## src/lcr_pkg.sv

```systemverilog
// constants of the segment display driver control register bank
// assumes a 32-bit AXI4-Lite bus with one aligned word per register
package lcr_pkg;
    // register byte addresses
    localparam logic [7:0] A_CLK  = 8'h00;
    localparam logic [7:0] A_CTL  = 8'h04;
    localparam logic [7:0] A_TIM1 = 8'h08;
    localparam logic [7:0] A_TIM2 = 8'h0C;
    localparam logic [7:0] A_PWR  = 8'h10;
    localparam logic [7:0] A_DSP  = 8'h14;
    localparam logic [7:0] A_COM  = 8'h18;
    localparam logic [7:0] A_INTF = 8'h1C;
    localparam logic [7:0] A_INTE = 8'h20;
    // writable bits of each register, the rest read zero
    localparam logic [15:0] M_CLK  = 16'h0173;
    localparam logic [15:0] M_CTL  = 16'h0003;
    localparam logic [15:0] M_TIM1 = 16'h1F0F;
    localparam logic [15:0] M_TIM2 = 16'h030F;
    localparam logic [15:0] M_PWR  = 16'h8F1D;
    localparam logic [15:0] M_DSP  = 16'h0077;
    localparam logic [15:0] M_COM  = 16'hFFFF;
    localparam logic [15:0] M_INT  = 16'h0001;
    // reset values
    localparam logic [15:0] R_CLK  = 16'h0100;
    localparam logic [15:0] R_CTL  = 16'h0000;
    localparam logic [15:0] R_TIM1 = 16'h030F;
    localparam logic [15:0] R_TIM2 = 16'h0100;
    localparam logic [15:0] R_PWR  = 16'h8000;
    localparam logic [15:0] R_DSP  = 16'h0070;
    localparam logic [15:0] R_COM  = 16'hFFFF;
    localparam logic [15:0] R_INT  = 16'h0000;
    // field positions
    localparam int P_DEBUG_RUN = 8;
    localparam int P_DIV   = 4;
    localparam int P_SRC   = 0;
    localparam int P_DIS   = 1;
    localparam int P_MODULE_ENABLE = 0;
    localparam int P_FRM   = 8;
    localparam int P_DUTY  = 0;
    localparam int P_BOOSTER_CLOCK_SEL  = 8;
    localparam int P_INVERSE_LINE_COUNT = 0;
    localparam int P_EXVC  = 15;
    localparam int P_LC    = 8;
    localparam int P_BOOSTER_ENABLE = 4;
    localparam int P_BIAS  = 3;
    localparam int P_HEAVY_LOAD_PROTECT  = 2;
    localparam int P_REGULATOR_ENABLE  = 0;
    localparam int P_SEG   = 6;
    localparam int P_COMO  = 5;
    localparam int P_INV   = 4;
    localparam int P_AREA  = 2;
    localparam int P_DISPLAY_ONOFF_MODE  = 0;
    localparam int P_FLAG  = 0;
    // clock sources and division, display field codes and bus responses
    localparam logic [1:0] SRC_INT  = 2'h0;
    localparam logic [1:0] SRC_LOW  = 2'h1;
    localparam logic [1:0] SRC_HIGH = 2'h2;
    localparam logic [1:0] SRC_EXT  = 2'h3;
    localparam logic [2:0] DIV_MAX  = 3'h5;
    localparam logic [9:0] DIV_BASE = 10'h010;
    localparam logic [5:0] BST_L0   = 6'h03;
    localparam logic [5:0] BST_L1   = 6'h0F;
    localparam logic [5:0] BST_L2   = 6'h1F;
    localparam logic [5:0] BST_L3   = 6'h3F;
    localparam logic [1:0] DISPLAY_ONOFF_MODE_OFF = 2'h0;
    localparam logic [3:0] INVERSE_LINE_COUNT_NORMAL = 4'h0;
    localparam logic [1:0] RESP_OK  = 2'b00;
    localparam logic [1:0] RESP_ERR = 2'b10;
endpackage

```

## src/lcr_regs.sv

```systemverilog
// control and status register bank of the segment display driver
// assumes source ticks, halt and frame events come from core_clk logic
module lcr_regs #(
    parameter logic [3:0] SRC_SUPPORTED = 4'hF  // sources present on chip
) (
    input  wire logic                   core_clk,
    input  wire logic                   rst_b,
    input  wire logic [7:0]             s_axi_awaddr,
    input  wire logic                   s_axi_awvalid,
    output logic                        s_axi_awready,
    input  wire logic [31:0]            s_axi_wdata,
    input  wire logic [3:0]             s_axi_wstrb,
    input  wire logic                   s_axi_wvalid,
    output logic                        s_axi_wready,
    output logic [1:0]                  s_axi_bresp,
    output logic                        s_axi_bvalid,
    input  wire logic                   s_axi_bready,
    input  wire logic [7:0]             s_axi_araddr,
    input  wire logic                   s_axi_arvalid,
    output logic                        s_axi_arready,
    output logic [31:0]                 s_axi_rdata,
    output logic [1:0]                  s_axi_rresp,
    output logic                        s_axi_rvalid,
    input  wire logic                   s_axi_rready,
    input  wire logic [3:0]             srcTick,
    input  wire logic                   dbgHalt,
    input  wire logic                   frameSwitch,
    output logic                        irqReq,
    output logic                        opClkEn,
    output logic                        bstClkEn,
    output logic [4:0]                  frameRateSel,
    output logic [3:0]                  driveDutySel,
    output logic [3:0]                  inverseLineCount,
    output logic                        nLineInvertOn,
    output logic                        externalSupplySel,
    output logic [3:0]                  contrastLevel,
    output logic                        boosterEnable,
    output logic                        biasSelect,
    output logic                        heavyLoadProtect,
    output logic                        regulatorEnable,
    output logic                        segmentOrder,
    output logic                        commonOrder,
    output logic                        displayInvertN,
    output logic                        displayAreaSel,
    output logic [1:0]                  displayOnoffMode,
    output logic                        pinsDriveLow,
    output logic                        pinsHiZ,
    output logic [15:0]                 commonPinDriveEn
);
    import lcr_pkg::*;

    // state of the block apart from the reset synchroniser
    typedef struct packed {
        logic        awHave;  // write address held
        logic [7:0]  awAddr;
        logic        wHave;   // write data held
        logic [15:0] wData;
        logic [1:0]  wStrb;
        logic        bValid;
        logic [1:0]  bResp;
        logic        rValid;
        logic [15:0] rData;
        logic [1:0]  rResp;
        logic [15:0] clkReg;
        logic [15:0] ctlReg;
        logic [15:0] tim1Reg;
        logic [15:0] tim2Reg;
        logic [15:0] pwrReg;
        logic [15:0] dspReg;
        logic [15:0] comReg;
        logic [15:0] intfReg;
        logic [15:0] inteReg;
        logic [9:0]  divCnt;  // source divider
        logic [5:0]  bstCnt;  // booster divider
        logic        opTick;
        logic        bstTick;
    } lcr_state_t;

    lcr_state_t stReg;
    lcr_state_t stNext;
    logic [1:0] rstSync;  // reset release pipeline
    logic       rstN;     // synchronised reset

    // true when the address names a register
    function automatic logic isMapped(input logic [7:0] a);
        isMapped = (a == A_CLK) || (a == A_CTL) || (a == A_TIM1) ||
                   (a == A_TIM2) || (a == A_PWR) || (a == A_DSP) ||
                   (a == A_COM) || (a == A_INTF) || (a == A_INTE);
    endfunction

    // byte-lane merge limited to writable bits
    function automatic logic [15:0] merge(input logic [15:0] old,
                                          input logic [15:0] dat,
                                          input logic [1:0]  stb,
                                          input logic [15:0] msk);
        logic [15:0] en;
        en = {{8{stb[1]}}, {8{stb[0]}}} & msk;
        merge = (old & ~en) | (dat & en);
    endfunction

    // booster divider terminal count
    function automatic logic [5:0] bstLimit(input logic [1:0] c);
        bstLimit = (c == 2'h0) ? BST_L0 : (c == 2'h1) ? BST_L1 :
                   (c == 2'h2) ? BST_L2 : BST_L3;
    endfunction

    // handshake outputs
    assign s_axi_awready = !stReg.awHave && !stReg.bValid;
    assign s_axi_wready  = !stReg.wHave && !stReg.bValid;
    assign s_axi_arready = !stReg.rValid;
    assign s_axi_bvalid  = stReg.bValid;
    assign s_axi_bresp   = stReg.bResp;
    assign s_axi_rvalid  = stReg.rValid;
    assign s_axi_rresp   = stReg.rResp;
    assign s_axi_rdata   = {16'h0000, stReg.rData};

    // field outputs
    assign frameRateSel      = stReg.tim1Reg[P_FRM +: 5];
    assign driveDutySel      = stReg.tim1Reg[P_DUTY +: 4];
    assign inverseLineCount  = stReg.tim2Reg[P_INVERSE_LINE_COUNT +: 4];
    assign nLineInvertOn     = inverseLineCount != INVERSE_LINE_COUNT_NORMAL;
    assign externalSupplySel = stReg.pwrReg[P_EXVC];
    assign contrastLevel     = stReg.pwrReg[P_LC +: 4];
    assign boosterEnable     = stReg.pwrReg[P_BOOSTER_ENABLE];
    assign biasSelect        = stReg.pwrReg[P_BIAS];
    assign heavyLoadProtect  = stReg.pwrReg[P_HEAVY_LOAD_PROTECT];
    assign regulatorEnable   = stReg.pwrReg[P_REGULATOR_ENABLE];
    assign segmentOrder      = stReg.dspReg[P_SEG];
    assign commonOrder       = stReg.dspReg[P_COMO];
    assign displayInvertN    = stReg.dspReg[P_INV];
    assign displayAreaSel    = stReg.dspReg[P_AREA];
    assign displayOnoffMode  = stReg.dspReg[P_DISPLAY_ONOFF_MODE +: 2];
    assign commonPinDriveEn  = stReg.comReg;
    assign opClkEn           = stReg.opTick;
    assign bstClkEn          = stReg.bstTick;

    // display off: discharge low or float the pins
    logic dispOff;
    assign dispOff      = displayOnoffMode == DISPLAY_ONOFF_MODE_OFF;
    assign pinsDriveLow = dispOff && stReg.ctlReg[P_DIS];
    assign pinsHiZ      = dispOff && !stReg.ctlReg[P_DIS];

    // interrupt request
    assign irqReq = stReg.intfReg[P_FLAG] && stReg.inteReg[P_FLAG];

    // divider helpers
    logic       runClk;  // operating clock allowed
    logic [1:0] src;
    logic [2:0] divSel;
    logic       bypass;
    assign src    = stReg.clkReg[P_SRC +: 2];
    assign divSel = stReg.clkReg[P_DIV +: 3];
    assign bypass = (src == SRC_LOW) || (src == SRC_EXT);
    assign runClk = stReg.ctlReg[P_MODULE_ENABLE] &&
                    (stReg.clkReg[P_DEBUG_RUN] || !dbgHalt);

    // next-state logic
    always_comb begin
        logic [15:0] nv;
        nv = 16'h0000;
        stNext = stReg;
        stNext.opTick = 1'b0;
        stNext.bstTick = 1'b0;
        // capture write address and data in either order
        if (s_axi_awvalid && s_axi_awready) begin
            stNext.awHave = 1'b1;
            stNext.awAddr = s_axi_awaddr;
        end
        if (s_axi_wvalid && s_axi_wready) begin
            stNext.wHave = 1'b1;
            stNext.wData = s_axi_wdata[15:0];
            stNext.wStrb = s_axi_wstrb[1:0];
        end
        if (stReg.bValid && s_axi_bready) begin
            stNext.bValid = 1'b0;
        end
        // perform the write once both halves are held
        if (stReg.awHave && stReg.wHave && !stReg.bValid) begin
            stNext.awHave = 1'b0;
            stNext.wHave = 1'b0;
            stNext.bValid = 1'b1;
            stNext.bResp = isMapped(stReg.awAddr) ? RESP_OK : RESP_ERR;
            if (stReg.awAddr == A_CLK) begin
                // locked while the module runs
                if (!stReg.ctlReg[P_MODULE_ENABLE]) begin
                    nv = merge(stReg.clkReg, stReg.wData, stReg.wStrb, M_CLK);
                    // unsupported source keeps the old one
                    if (!SRC_SUPPORTED[nv[P_SRC +: 2]]) begin
                        nv[P_SRC +: 2] = src;
                    end
                    stNext.clkReg = nv;
                end
            end else if (stReg.awAddr == A_CTL) begin
                stNext.ctlReg = merge(stReg.ctlReg, stReg.wData, stReg.wStrb, M_CTL);
            end else if (stReg.awAddr == A_TIM1) begin
                stNext.tim1Reg = merge(stReg.tim1Reg, stReg.wData, stReg.wStrb, M_TIM1);
            end else if (stReg.awAddr == A_TIM2) begin
                stNext.tim2Reg = merge(stReg.tim2Reg, stReg.wData, stReg.wStrb, M_TIM2);
            end else if (stReg.awAddr == A_PWR) begin
                stNext.pwrReg = merge(stReg.pwrReg, stReg.wData, stReg.wStrb, M_PWR);
            end else if (stReg.awAddr == A_DSP) begin
                stNext.dspReg = merge(stReg.dspReg, stReg.wData, stReg.wStrb, M_DSP);
            end else if (stReg.awAddr == A_COM) begin
                stNext.comReg = merge(stReg.comReg, stReg.wData, stReg.wStrb, M_COM);
            end else if (stReg.awAddr == A_INTF) begin
                // ones clear, zeros leave the flag alone
                nv = merge(16'h0000, stReg.wData, stReg.wStrb, M_INT);
                stNext.intfReg = stReg.intfReg & ~nv;
            end else if (stReg.awAddr == A_INTE) begin
                stNext.inteReg = merge(stReg.inteReg, stReg.wData, stReg.wStrb, M_INT);
            end
        end
        // frame event sets the flag and beats a clear
        if (frameSwitch) begin
            stNext.intfReg[P_FLAG] = 1'b1;
        end
        // disabling the module switches the display off
        if (stReg.ctlReg[P_MODULE_ENABLE] && !stNext.ctlReg[P_MODULE_ENABLE]) begin
            stNext.dspReg[P_DISPLAY_ONOFF_MODE +: 2] = DISPLAY_ONOFF_MODE_OFF;
        end
        // read channel
        if (stReg.rValid && s_axi_rready) begin
            stNext.rValid = 1'b0;
        end
        if (s_axi_arvalid && s_axi_arready) begin
            stNext.rValid = 1'b1;
            stNext.rResp = isMapped(s_axi_araddr) ? RESP_OK : RESP_ERR;
            if (s_axi_araddr == A_CLK) begin
                stNext.rData = stReg.clkReg;
            end else if (s_axi_araddr == A_CTL) begin
                stNext.rData = stReg.ctlReg;
            end else if (s_axi_araddr == A_TIM1) begin
                stNext.rData = stReg.tim1Reg;
            end else if (s_axi_araddr == A_TIM2) begin
                stNext.rData = stReg.tim2Reg;
            end else if (s_axi_araddr == A_PWR) begin
                stNext.rData = stReg.pwrReg;
            end else if (s_axi_araddr == A_DSP) begin
                stNext.rData = stReg.dspReg;
            end else if (s_axi_araddr == A_COM) begin
                stNext.rData = stReg.comReg;
            end else if (s_axi_araddr == A_INTF) begin
                stNext.rData = stReg.intfReg;
            end else if (s_axi_araddr == A_INTE) begin
                stNext.rData = stReg.inteReg;
            end else begin
                stNext.rData = 16'h0000;
            end
        end
        // operating clock divider on the selected source
        if (!stReg.ctlReg[P_MODULE_ENABLE]) begin
            stNext.divCnt = 10'h000;
        end else if (runClk && srcTick[src]) begin
            if (bypass) begin
                stNext.opTick = 1'b1;
            end else if (divSel <= DIV_MAX) begin
                if (stReg.divCnt >= ((DIV_BASE << divSel) - 10'h001)) begin
                    stNext.divCnt = 10'h000;
                    stNext.opTick = 1'b1;
                end else begin
                    stNext.divCnt = stReg.divCnt + 10'h001;
                end
            end
        end
        // booster clock from the operating clock
        if (!stReg.ctlReg[P_MODULE_ENABLE]) begin
            stNext.bstCnt = 6'h00;
        end else if (stReg.opTick) begin
            if (stReg.bstCnt >= bstLimit(stReg.tim2Reg[P_BOOSTER_CLOCK_SEL +: 2])) begin
                stNext.bstCnt = 6'h00;
                stNext.bstTick = 1'b1;
            end else begin
                stNext.bstCnt = stReg.bstCnt + 6'h01;
            end
        end
    end

    // reset release through two flops
    always_ff @(posedge core_clk or negedge rst_b) begin
        if (!rst_b) begin
            rstSync <= 2'b00;
        end else begin
            rstSync <= {rstSync[0], 1'b1};
        end
    end
    assign rstN = rstSync[1];

    // state register
    always_ff @(posedge core_clk or negedge rstN) begin
        if (!rstN) begin
            stReg <= '{clkReg: R_CLK, ctlReg: R_CTL, tim1Reg: R_TIM1, tim2Reg: R_TIM2,
                       pwrReg: R_PWR, dspReg: R_DSP, comReg: R_COM, intfReg: R_INT,
                       inteReg: R_INT, default: '0};
        end else begin
            stReg <= stNext;
        end
    end

    // frame event shows in the flag next cycle
    property p_flagSet;
        @(posedge core_clk) disable iff (!rstN)
        frameSwitch |=> stReg.intfReg[P_FLAG];
    endproperty
    a_flagSet: assert property (p_flagSet) else $error("flag not set");

    // only a write of one clears the flag
    property p_flagHold;
        @(posedge core_clk) disable iff (!rstN)
        stReg.intfReg[P_FLAG] && !stNext.intfReg[P_FLAG] |->
        stReg.awAddr == A_INTF && stReg.wData[P_FLAG] && stReg.wStrb[0];
    endproperty
    a_flagHold: assert property (p_flagHold) else $error("flag lost");

    // interrupt tracks flag and enable
    property p_irq;
        @(posedge core_clk) disable iff (!rstN)
        irqReq == (stReg.intfReg[P_FLAG] && stReg.inteReg[P_FLAG]);
    endproperty
    a_irq: assert property (p_irq) else $error("irq mismatch");

    // no operating clock in halt without debug-run
    property p_dbgStop;
        @(posedge core_clk) disable iff (!rstN)
        dbgHalt && !stReg.clkReg[P_DEBUG_RUN] |=> !opClkEn;
    endproperty
    a_dbgStop: assert property (p_dbgStop) else $error("clock in halt");

    // clock register frozen while enabled
    property p_clkLock;
        @(posedge core_clk) disable iff (!rstN)
        stReg.ctlReg[P_MODULE_ENABLE] |=> $stable(stReg.clkReg);
    endproperty
    a_clkLock: assert property (p_clkLock) else $error("clock reg changed");

    // disabled module produces no clock
    property p_noClk;
        @(posedge core_clk) disable iff (!rstN)
        !stReg.ctlReg[P_MODULE_ENABLE] |=> !opClkEn ##1 !bstClkEn;
    endproperty
    a_noClk: assert property (p_noClk) else $error("clock while off");

    // falling enable forces display off
    property p_modOff;
        @(posedge core_clk) disable iff (!rstN)
        $fell(stReg.ctlReg[P_MODULE_ENABLE]) |-> displayOnoffMode == DISPLAY_ONOFF_MODE_OFF;
    endproperty
    a_modOff: assert property (p_modOff) else $error("display left on");

    // pins low or floating only with display off
    property p_discharge;
        @(posedge core_clk) disable iff (!rstN)
        (pinsDriveLow || pinsHiZ) |-> dispOff && (pinsDriveLow != pinsHiZ) &&
        pinsDriveLow == stReg.ctlReg[P_DIS];
    endproperty
    a_discharge: assert property (p_discharge) else $error("pin mode wrong");

    // booster tick follows an operating tick
    property p_bst;
        @(posedge core_clk) disable iff (!rstN)
        bstClkEn |-> $past(opClkEn);
    endproperty
    a_bst: assert property (p_bst) else $error("booster tick alone");

    // reserved bits read zero
    property p_rsvd;
        @(posedge core_clk) disable iff (!rstN)
        s_axi_rdata[31:16] == 16'h0000 &&
        ((stReg.clkReg & ~M_CLK) | (stReg.ctlReg & ~M_CTL) | (stReg.tim1Reg & ~M_TIM1) |
         (stReg.tim2Reg & ~M_TIM2) | (stReg.pwrReg & ~M_PWR) | (stReg.dspReg & ~M_DSP) |
         (stReg.intfReg & ~M_INT) | (stReg.inteReg & ~M_INT)) == 16'h0000;
    endproperty
    a_rsvd: assert property (p_rsvd) else $error("reserved bits set");
endmodule

```

## config.mk

```make
export PLATFORM = sky130hd
export DESIGN_NAME = lcr_regs
export DESIGN_NICKNAME = d
export VERILOG_FILES = /design/src/lcr_pkg.sv /design/src/lcr_regs.sv
export SDC_FILE = /design/constraint.sdc
export NUM_CORES = 1
export LEC_CHECK = 0
export BUFFER_PORTS_ARGS = -buffer_cell sky130_fd_sc_hd__clkbuf_2
export CAP_MARGIN = 5
export CORE_MARGIN = 2
export CORE_UTILIZATION = 54
export DETAILED_ROUTE_END_ITERATION = 10
export HOLD_SLACK_MARGIN = 0.08
export PLACE_DENSITY = 0.8
export SETUP_SLACK_MARGIN = 0.5
export SYNTH_ARGS = -nofsm -noshare
export SYNTH_HDL_FRONTEND = slang
export SYNTH_SLANG_ARGS = --single-unit
```

## constraint.sdc

```tcl
create_clock -name core_clk -period 5.2 [get_ports core_clk]
set_input_delay 0.78 -clock core_clk [delete_from_list [all_inputs] [get_ports core_clk]]
set_output_delay 0.78 -clock core_clk [all_outputs]
set_load 0.005 [all_outputs]
```

# --- Word-level counts from Yosys, hierarchy flattened ---
# Index checks and enable logic that the tools add are counted.
word_totals:
  word_cells: 243
  inputBits: 65
  out_inout_bits: 91
  reg_bits: 214
classes:
  n_reduce_logical: 66
  n_shift: 1
  bitwise: 43
  magnitude_cmp: 5
  n_addsub: 3
  eq_ne: 36
  n_mux: 61
op_table:
  columns: ["operator", "count"]
  rows:
  - ["two-way mux 16 bit", 17]
  - ["two-way mux 113 bit", 2]
  - ["bitwise AND 16 bit", 11]
  - ["OR 16 bit", 8]
  - ["two-way mux 112 bit", 1]
  - ["two-way mux 96 bit", 1]
  - ["two-way mux 80 bit", 1]
  - ["== test 8 x 5 -> 1 bit (second input constant)", 8]
  - ["two-way mux 64 bit", 1]
  - ["two-way mux 10 bit", 5]
  - ["two-way mux 48 bit", 1]
  - ["inverter 16 bit", 3]
  - ["two-way mux 19 bit", 2]
  - ["two-way mux 6 bit", 6]
  - ["== test 8 x 4 -> 1 bit (second input constant)", 4]
  - ["two-way mux 32 bit", 1]
  - ["logical OR 1 bit", 18]
  - ["!= test 2 bit (second input constant)", 9]
  - ["AND reduction 9 bit", 2]
  - ["bitwise AND 16 x 1 -> 16 bit", 1]
  - ["bitwise AND 16 x 10 -> 16 bit", 1]
  - ["bitwise AND 16 x 13 -> 16 bit", 1]
  - ["bitwise AND 16 x 2 -> 16 bit", 1]
  - ["bitwise AND 16 x 7 -> 16 bit", 1]
  - ["39 further kinds", 109]

# --- Longest topological paths before layout ---
# Gate-level depths: netlist of the first run.
depth:
  word_depth: 17
  mapped_depth: 9
  mapped_depth_nobuf: 7

# --- Worst setup path before layout of the first run ---
# No wires, ideal clock.
synth_path:
  kind: "input port to flip-flop"
  start: "input s_axi_araddr[3]"
  end: "register stReg, in the netlist s_axi_rdata[8]"
  arrival_ns: 1.974
  setup_slack_ns: 3.105
  path_stages: 7
  t_required_ns: 5.079
  setup_ns: 0.121
  path_buffers: 2
  cell_sequence: "clkbuf_1 clkbuf_1 mux2i_1 nor2_1 a31oi_1 o22ai_1 a22o_1"
synth_between:
  elab_chain_len: 10
  elab_cells_between_ends: 18
  classes_between: "eq/ne: 8; mux: 9; reduce/logical: 1"
synth_rtl:
  columns: ["item", "line", "rtl"]
  rows:
  - ["start: declaration", "lcr_regs.sv:18", "input wire logic [7:0] s_axi_araddr,"]
  - ["== test 8 x 6 -> 1 bit", "lcr_regs.sv:244", "end else if (s_axi_araddr == A_INTE) begin"]
  - ["two-way mux 16 bit", "lcr_regs.sv:244", null]
  - ["two-way mux 16 bit", "lcr_regs.sv:242", "end else if (s_axi_araddr == A_INTF) begin"]
  - ["two-way mux 16 bit", "lcr_regs.sv:240", "end else if (s_axi_araddr == A_COM) begin"]
  - ["two-way mux 16 bit", "lcr_regs.sv:238", "end else if (s_axi_araddr == A_DSP) begin"]
  - ["two-way mux 16 bit", "lcr_regs.sv:236", "end else if (s_axi_araddr == A_PWR) begin"]
  - ["two-way mux 16 bit", "lcr_regs.sv:234", "end else if (s_axi_araddr == A_TIM2) begin"]
  - ["two-way mux 16 bit", "lcr_regs.sv:232", "end else if (s_axi_araddr == A_TIM1) begin"]
  - ["two-way mux 16 bit", "lcr_regs.sv:230", "end else if (s_axi_araddr == A_CTL) begin"]
  - ["two-way mux 16 bit *", "lcr_regs.sv:228", "if (s_axi_araddr == A_CLK) begin"]
  - ["end signal: assignment", "lcr_regs.sv:291", "stReg <= '{clkReg: R_CLK, ctlReg: R_CTL, tim1Reg: R_TIM1, tim2Reg: R_TIM2,"]
  - ["end signal: assignment", "lcr_regs.sv:295", "stReg <= stNext;"]
  - ["end: declaration", "lcr_regs.sv:79", "lcr_state_t stReg;"]
# Every way passes the cells marked *; elsewhere a longest branch is shown, timed or not.
# A chain may end at the register's enable or synchronous reset.

==> results of run 1 <==
-- logic make-up after synthesis --
logic type / count (synthesis) / share of synthesized area [%]
AO/OA/AOI/OAI: 97 / 9.74
AND/OR/NAND/NOR: 165 / 12.8
multiplexers: 93 / 16.1
adder cells (fa/ha/maj): 11 / 2.13
buffers and inverters: 107 / 10.4
flip-flops: 124 / 48.7
other: 2 / 0.116
-- placed cells by master, fill, tap and decap left out, types with 3 or more instances in the layout --
cell        synthesis  layout
o21ai_0            26      26
clkbuf_16           0      17
conb_1              2      19
bufinv_16           0       4
dfrtp_1            96      95
mux2_2             74      74
or4_1               4       4
or3_1               3       3
o21a_1              3       3
a21o_1              5       5
dfstp_2            28      28
a31oi_1            13      13
nor2b_1             6       6
nand2b_1            9       9
mux2i_1            18      18
nand2_1            60      60
o31ai_1             3       3
nor3b_1             4       4
nand3_1            19      19
inv_1              13      13
nand4_1             3       3
a22o_1              4       4
a22oi_1             4       4
nor3_1             13      13
o22ai_1             4       4
clkbuf_2            0     119
nor4_1              5       5
clkinvlp_4          0       4
a21oi_1            18      18
nor2_1             23      23
ha_1               11      11
and2_1              3       3
clkbuf_8            0       5
and3_1              6       6
-- worst reg2reg max path: cells and delay by family, from the launching register on --
family / cells / cell delay, ns
and+or+nand+nor: 2 / 0.18
AOI/OAI and AO/OA: 4 / 1.48
adders and majority gates: 1 / 0.31
DFF: 1 / 0.49
-- metal layers --
layer  GRT usage (%)  routed length [um]  vias to the layer above  part of all wire (%)
met5               0                   0                        -                     0
met4            9.76                 325                        0                   2.2
met3            6.16                 813                       27                   5.5
met2            39.2                7180                      157                    49
met1            31.1                6400                     2353                    43
li1                -                   -                     2176                     -
-- cell type report --
cell class                 count  area (um^2)  share of cell area [%]
timing repair buffer         121          611                    8.32
clock buffer                  22          494                    6.74
sequential                   124         3140                    42.8
tap                          143          179                    2.44
multi-input combinational    385         2700                    36.8
inverter                      13         48.8                   0.665
clock inverter                10          160                    2.18
-- worst paths after layout --
kind	slack, ns	end	cells past startpoint	start
setup / recovery	2.67	stReg[16]	7	flip-flop
hold / removal	0.14	rstSync[0]	1	rst_b
setup reg to reg	2.67	stReg[16]	7	flip-flop
hold reg to reg	0.36	rstSync[1]	0	rstSync[0]
max in group asynchronous	3.54	async pin	1	rstSync[1]
min in group core_clk	0.36	rstSync[1]	0	rstSync[0]
-- report_power, final --
group          internal [uW]  switching (uW)  leakage (uW)
sequential              1200             242       0.00150
combinational            317             308       0.00169
clock                    863             424      0.000310
-- stage by stage --
stage | instances | util, % | cell area, um^2
global placement | 786 | 58.0 | 6680
CTS | 818 | 63.7 | 7330
floorplan | 616 | - | 6510
global route | 818 | 63.7 | 7330
finish | 818 | 63.7 | 7330
detailed placement | 786 | 58.0 | 6680
==> results.py, run 1 <==
metrics = {
    "status": {
        "violations": "design-rule violations",
        "status": "finished with violations",
    },
    "grt": {
        "overflow": 0,
        "first_global_vias": 4756,
        "grt_start_max_net_pins": 85,
        "grt.total_usage_pct": 24.2,
        "antenna_found_initial": 0,
        "grt_pass1_wl_mm": 24.0,
    },
    "logic_synthesis": {
        "synth_edf_count": 0,
        "synth.cell_area_um2": 6450,
        "synth.most_common_cell": "dfrtp_1",
        "yosysWarnings": 0,
        "synth.avg_cell_area_um2": 10.8,
        "ys_top_cells_by_area": "dfrtp_1, mux2_2, dfstp_2, buf_4, nand2_1",
        "ys_seq_area_share_pct": 48.7,
        "synth_top_cell_by_area": "dfrtp_1",
        "async_reset_ff_share_pct": 100,
        "synthTopCellsByCount": "dfrtp_1, mux2_2, buf_4",
        "synth.distinct_cells": 55,
        "synth_ff_type": "dfrtp_1",
        "synth_seq_cells": 124,
        "synthCells": 599,
        "yosys.area.top_type_share_pct": 37.3,
    },
    "final_layout": {
        "syn2layout_area_growth_pct": 13.8,
        "finalNetCount": 738,
        "n_antenna_cell": 0,
        "fillers": 896,
        "drive_above_1_share_pct": 39.1,
    },
    "critical_path": {
        "worstSetupPathType": "reg2reg",
        "critPathRequiredTime_ns": 5.53,
        "critPathSlowestCell": "o2bb2ai_1",
        "crit_path_start_kind": "flip-flop",
        "crit_buf_inv": 0,
        "critical-path-top-delay-family": "compound AO/OA/AOI/OAI gates",
        "arrival_ns": 2.86,
        "endpoint_kind": "flip-flop",
        "crit_fanout": 16,
        "path_cells": "nand2_1 -> ha_1 -> a21oi_1 -> nand2_1 -> o2bb2ai_1 -> o21ai_0 -> a21oi_1",
        "slowest_delay_ns": 0.84,
    },
    "min_path": {
        "hold_path.class": "in2async",
    },
    "sta": {
        "slew_violations": 0,
        "worstMarginPinSlew_ns": 1.13,
        "post-route-period-util_pct": 48.7,
        "relSlewSlack_pct": 24.5,
        "setup_tns_ns": 0,
        "rsz0062_at_grt": "no",
        "finalHoldViolations": 0,
        "holdWs_ns": 0.135,
        "post-route-min-period_ns": 2.53,
        "fmax_ghz": 0.395,
        "fin_ws_ns": 2.67,
        "setup_viol": 0,
        "clock_skew_ns": 0.00896,
    },
    "job": {
        "maxCapViolations": 0,
    },
    "floorplan": {
        "die_h_um": 113,
        "io_pins": 156,
        "rows": 39,
        "die_area_um2": 12800,
        "die_width_um": 113,
        "start_util_pct": 56.0,
        "core_area_um2": 11500,
    },
    "drt": {
        "postRouteAntennaNets": 0,
        "dr.pass1.iters": 7,
        "num_vias": 4713,
        "drt_wl_total_mm": 14.7,
        "routedWlPerCell_um": 18.0,
        "drc": 7,
        "drt_iter0_markers": 277,
        "viasPerCell": 5.76,
    },
    "clocking": {
        "post_cts_resized": 0,
        "hold_buffers": 0,
        "cts-root-buf": "clkbuf_16",
        "htreeDepth": 4,
        "cts.clk_slew.worst_paths_ns": 0.06,
        "cts_sinks": 124,
        "clk_latency_ns": 0.42,
        "cts_buffer_depth": 2,
        "cts_tree": "built",
        "cts_setup_buffers": 0,
        "cts_made_buffers": 17,
    },
    "power_and_ir_drop": {
        "p_leak_uw": 0.00350,
        "ir_drop_uv": 295,
        "power.total_uw": 3350,
        "power_density_nw_per_um2": 457,
    },
    "placement": {
        "portBuffers": 119,
        "place.gp.congestion": 0.840,
        "dp_slack_ns": 2.71,
        "dp_hpwl_mm": 10.5,
    },
}
No activity file was read; power rests on OpenSTA's default activity.
==> run 2: changes to the inputs <==
==> constraint.sdc (replaced) <==
create_clock -name core_clk -period 2.35 [get_ports core_clk]
set_input_delay 0.3525 -clock core_clk [delete_from_list [all_inputs] [get_ports core_clk]]
set_output_delay 0.3525 -clock core_clk [all_outputs]
set_load 0.005 [all_outputs]
==> results.py, run 2 (synthesized netlist as in run 1, its figures left out) <==
metrics = {
    "sta": {
        "post-route-period-util_pct": 88.1,
        "rsz0062_at_grt": "yes",
        "worstMarginPinSlew_ns": 0.645,
        "post-route-min-period_ns": 2.07,
        "relSlewSlack_pct": 57.0,
        "finalHoldViolations": 0,
        "setup_tns_ns": 0,
        "fin_ws_ns": 0.281,
        "clock_skew_ns": 0.00769,
        "setup_viol": 0,
        "fmax_ghz": 0.483,
        "slew_violations": 0,
    },
    "status": {
        "violations": "design-rule violations",
        "status": "finished with violations",
    },
    "floorplan": {
        "core_area_um2": 11500,
        "die_area_um2": 12800,
        "die_h_um": 113,
        "start_util_pct": 56.0,
        "io_pins": 156,
        "die_width_um": 113,
        "rows": 39,
    },
    "critical_path": {
        "slowest_delay_ns": 0.56,
        "critPathSlowestCell": "dfstp_2",
        "worstSetupPathType": "reg2reg",
        "crit_path_start_kind": "flip-flop",
        "crit_fanout": 3,
        "reg2regPathDepth": 9,
        "endpoint_kind": "flip-flop",
        "critPathRequiredTime_ns": 2.69,
        "path_cells": "nor2_4 -> ha_4 -> a21o_1 -> a211o_1 -> a211oi_4 -> buf_4 -> buf_6 -> nand2b_4 -> a31oi_1",
        "arrival_ns": 2.41,
    },
    "drt": {
        "num_vias": 4998,
        "drt_wl_total_mm": 16.2,
        "routedWlPerCell_um": 18.9,
        "wl_met1_mm": 6.63,
        "postRouteAntennaNets": 0,
        "drc": 9,
        "top_layer": "met4",
        "viasPerCell": 5.83,
        "drt_iter0_markers": 350,
        "wl_met3_mm": 1.14,
        "dr.pass1.iters": 8,
        "wl_met2_mm": 8.14,
    },
    "grt": {
        "first_global_vias": 5064,
        "grt_pass1_wl_mm": 25.2,
        "grt.total_usage_pct": 25.4,
        "overflow": 0,
        "antenna_found_initial": 0,
        "grt_start_max_net_pins": 53,
    },
    "power_and_ir_drop": {
        "p_leak_uw": 0.00376,
        "power.total_uw": 7790,
        "ir_drop_uv": 752,
        "power_density_nw_per_um2": 987,
    },
    "min_path": {
        "hold_path.class": "in2reg",
        "min_path_cells": 2,
        "min_from": "s_axi_rready",
    },
    "clocking": {
        "clk_latency_ns": 0.42,
        "cts_sinks": 124,
        "cts-root-buf": "clkbuf_16",
        "cts_made_buffers": 17,
        "cts_tree": "built",
        "htreeDepth": 4,
        "cts_buffer_depth": 2,
        "cts.clk_slew.worst_paths_ns": 0.06,
    },
    "final_layout": {
        "most-common-layout-cells": "clkbuf_2, dfrtp_1, mux2_2",
        "layout_commonest_cell": "clkbuf_2",
        "syn2layout_area_growth_pct": 22.5,
        "n_antenna_cell": 0,
        "finalNetCount": 777,
        "drive_above_1_share_pct": 47.1,
        "fillers": 778,
    },
    "placement": {
        "dp_hpwl_mm": 10.7,
        "dp_slack_ns": 0.202,
        "portBuffers": 119,
        "place.gp.congestion": 0.840,
    },
    "job": {
        "maxCapViolations": 0,
    },
}
==> run 2: worst paths after layout <==
check | to | slack, ns
min reg2reg | async pin | 0.34
max reg2reg | stReg[4] | 0.28
max | stReg[4] | 0.28
min | s_axi_rvalid | 0.11
min in group asynchronous | rstSync[1] | 0.25
max in group asynchronous | async pin | 1.19
==> run 2: final cells by class <==
class / instances / area [um^2] / area share (%)
multi-input combinational: 385 / 2950 / 37.3
tap: 143 / 179 / 2.27
sequential: 124 / 3140 / 39.8
timing repair buffer: 160 / 945 / 12.0
clock buffer: 18 / 439 / 5.56
inverter: 13 / 48.8 / 0.618
clock inverter: 14 / 194 / 2.46
==> run 2: what timing repair did <==
item / in CTS / in global routing
hold buffers: 1 / 0
pin swaps: 15 / 13
hold endpoints to repair: 2 / 0
buffers inserted: 12 / 12
resized for setup: 25 / 37
setup endpoints to repair: 51 / 43
==> run 2: layer usage <==
layer	up-vias	track usage (%)
li1	2252	-
met1	2495	31.3
met2	218	42.1
met3	33	6.96
met4	0	10.7
met5	-	0
==> run 2: per-stage QoR <==
stage	utilization, %	hold slack (ns)	area [um^2]	instances
global placement	59.2	0.139	6810	800
global route	68.6	0.129	7900	857
floorplan	-	0.0569	6540	616
CTS	66.4	0.103	7650	845
detailed placement	59.2	0.141	6810	800
finish	68.6	0.107	7900	857
==> run 2: report_power, final <==
part	internal [uW]	leakage, uW	switching (uW)	total (uW)
Combinational	934	0.00196	836	1770
Sequential	2640	0.00150	612	3260
Clock	1800	0.000295	966	2770
Total	5380	0.00376	2410	7790
==> run 2: worst max-delay path: cells and delay by family, from the launching register on <==
kind | cells | cell delay [ns]
AOI/OAI and AO/OA | 4 | 0.86
adders and majority gates | 1 | 0.21
buffers and inverters | 2 | 0.27
DFF | 1 | 0.56
and+or+nand+nor | 2 | 0.10
==> run 3: changes to the inputs <==
--- a/config.mk
+++ b/config.mk
@@ -8,10 +8,11 @@
 export BUFFER_PORTS_ARGS = -buffer_cell sky130_fd_sc_hd__clkbuf_2
 export CAP_MARGIN = 5
 export CORE_MARGIN = 2
-export CORE_UTILIZATION = 54
+export CORE_UTILIZATION = 56
+export CTS_BUF_LIST = sky130_fd_sc_hd__clkbuf_8
 export DETAILED_ROUTE_END_ITERATION = 10
 export HOLD_SLACK_MARGIN = 0.08
-export PLACE_DENSITY = 0.8
+export PLACE_DENSITY = 0.83
 export SETUP_SLACK_MARGIN = 0.5
 export SYNTH_ARGS = -nofsm -noshare
 export SYNTH_HDL_FRONTEND = slang
==> results.py, run 3 (synthesized netlist as in run 1, its figures left out) <==
metrics = {
    "placement": {
        "portBuffers": 119,
        "dp_hpwl_mm": 10.5,
        "place.gp.congestion": 0.854,
        "dp_slack_ns": 0.224,
    },
    "critical_path": {
        "critPathRequiredTime_ns": 2.70,
        "arrival_ns": 2.38,
        "crit_path_start_kind": "flip-flop",
        "r2r_slack_ns": 0.32,
        "worstSetupPathType": "reg2reg",
        "reg2regPathDepth": 7,
        "endpoint_kind": "flip-flop",
        "r2r_end": "stReg[5]",
        "crit_fanout": 7,
    },
    "final_layout": {
        "layout_commonest_cell": "clkbuf_2",
        "multiInputGateArea_um2": 2920,
        "regArea_um2": 3140,
        "n_antenna_cell": 0,
        "fillers": 822,
        "most-common-layout-cells": "clkbuf_2, dfrtp_1, mux2_2",
        "finalNetCount": 771,
        "syn2layout_area_growth_pct": 18.7,
        "drive_above_1_share_pct": 46.0,
    },
    "status": {
        "status": "completed",
    },
    "sta": {
        "fmax_ghz": 0.491,
        "clock_skew_ns": 0.00987,
        "slew_violations": 0,
        "fin_ws_ns": 0.315,
        "finalHoldViolations": 0,
        "rsz0062_at_grt": "yes",
        "post-route-period-util_pct": 86.6,
        "relSlewSlack_pct": 59.5,
        "post-route-min-period_ns": 2.03,
        "setup_tns_ns": 0,
        "setup_viol": 0,
        "worstMarginPinSlew_ns": 0.607,
    },
    "power_and_ir_drop": {
        "p_leak_uw": 0.00362,
        "ir_drop_uv": 596,
        "power_density_nw_per_um2": 924,
    },
    "min_path": {
        "min_path_cells": 2,
        "min_from": "s_axi_rready",
        "hold_path.class": "in2reg",
        "worstHoldEndpoint": "s_axi_rvalid",
    },
    "grt": {
        "grt_pass1_wl_mm": 23.8,
        "grt_start_max_net_pins": 66,
        "first_global_vias": 4700,
        "antenna_found_initial": 0,
        "overflow": 0,
        "grt.total_usage_pct": 24.2,
    },
    "drt": {
        "drc": 0,
        "routedWlPerCell_um": 17.8,
        "viasPerCell": 5.77,
        "num_vias": 4914,
        "postRouteAntennaNets": 0,
        "drt_wl_total_mm": 15.2,
        "drt_iter0_markers": 385,
        "dr.pass1.iters": 5,
    },
    "clocking": {
        "cts_made_buffers": 17,
        "cts_buffer_depth": 2,
        "htreeDepth": 4,
        "cts-root-buf": "clkbuf_8",
        "cts_tree": "built",
        "cts_sinks": 124,
        "clk_latency_ns": 0.43,
        "cts.clk_slew.worst_paths_ns": 0.07,
    },
    "floorplan": {
        "core_area_um2": 11300,
        "die_h_um": 111,
        "start_util_pct": 57.0,
        "die_width_um": 111,
        "rows": 39,
        "io_pins": 156,
        "die_area_um2": 12400,
    },
    "job": {
        "maxCapViolations": 0,
    },
}
[run 3: layer usage]
metal,routed length (um),track usage [%]
met5,0,0
met3,975,6.01
met2,7500,38.9
met1,6340,32.4
met4,340,8.40
[run 3: worst max-delay path, stage by stage (launching register included)]
cell and delay (ns):
dfstp_2 0.56, nor2_4 0.05, ha_4 0.20, a21o_1 0.15
a211o_1 0.30, a211oi_4 0.37, nand2b_1 0.14, a31oi_1 0.19
[run 3: where the power goes]
part / total (uW) / internal [uW] / leakage [uW] / switching [uW]
Clock: 2130 / 1290 / 0.000223 / 836
Sequential: 3170 / 2640 / 0.00150 / 529
Combinational: 1760 / 912 / 0.00190 / 852
[run 3: what timing repair did]
| action | 4_1_cts | 5_1_grt |
|---|---|---|
| hold buffers | 1 | 0 |
| endpoints found under the hold margin | 2 | 0 |
| setup endpoints to repair | 43 | 51 |
| gates resized for setup | 18 | 36 |
| setup buffers | 11 | 9 |
| pin swaps | 10 | 19 |
[run 3: worst max path at each step]
stage	cells past startpoint	slack (ns)	endpoint
after floorplan	7	0.37	stReg[6]
after global placement	7	0.28	stReg[6]
after detailed placement	5	0.22	flip-flop
after CTS	7	0.37	stReg[6]
after global routing	7	0.24	stReg[5]
final	7	0.32	stReg[5]
[run 3: through the flow]
step           instance area, um^2  hold slack [ns]  util [%]  cells  total power, uW
2_1_floorplan                 6540           0.0569         -    616             4190
3_3_place_gp                  6800            0.139      60.1    798             4520
3_5_place_dp                  6800            0.143      60.1    798             4640
4_1_cts                       7440           0.0851      65.7    842             6880
5_1_grt                       7650           0.0858      67.6    851             7440
6_report                      7650            0.106      67.6    851             7070
[run 3: cell type report]
cell class / instances / share of cell area, %
sequential: 124 / 41.1
multi-input combinational: 385 / 38.2
timing repair buffer: 154 / 11.7
clock buffer: 22 / 3.96
tap: 143 / 2.34
clock inverter: 10 / 2.09
inverter: 13 / 0.638
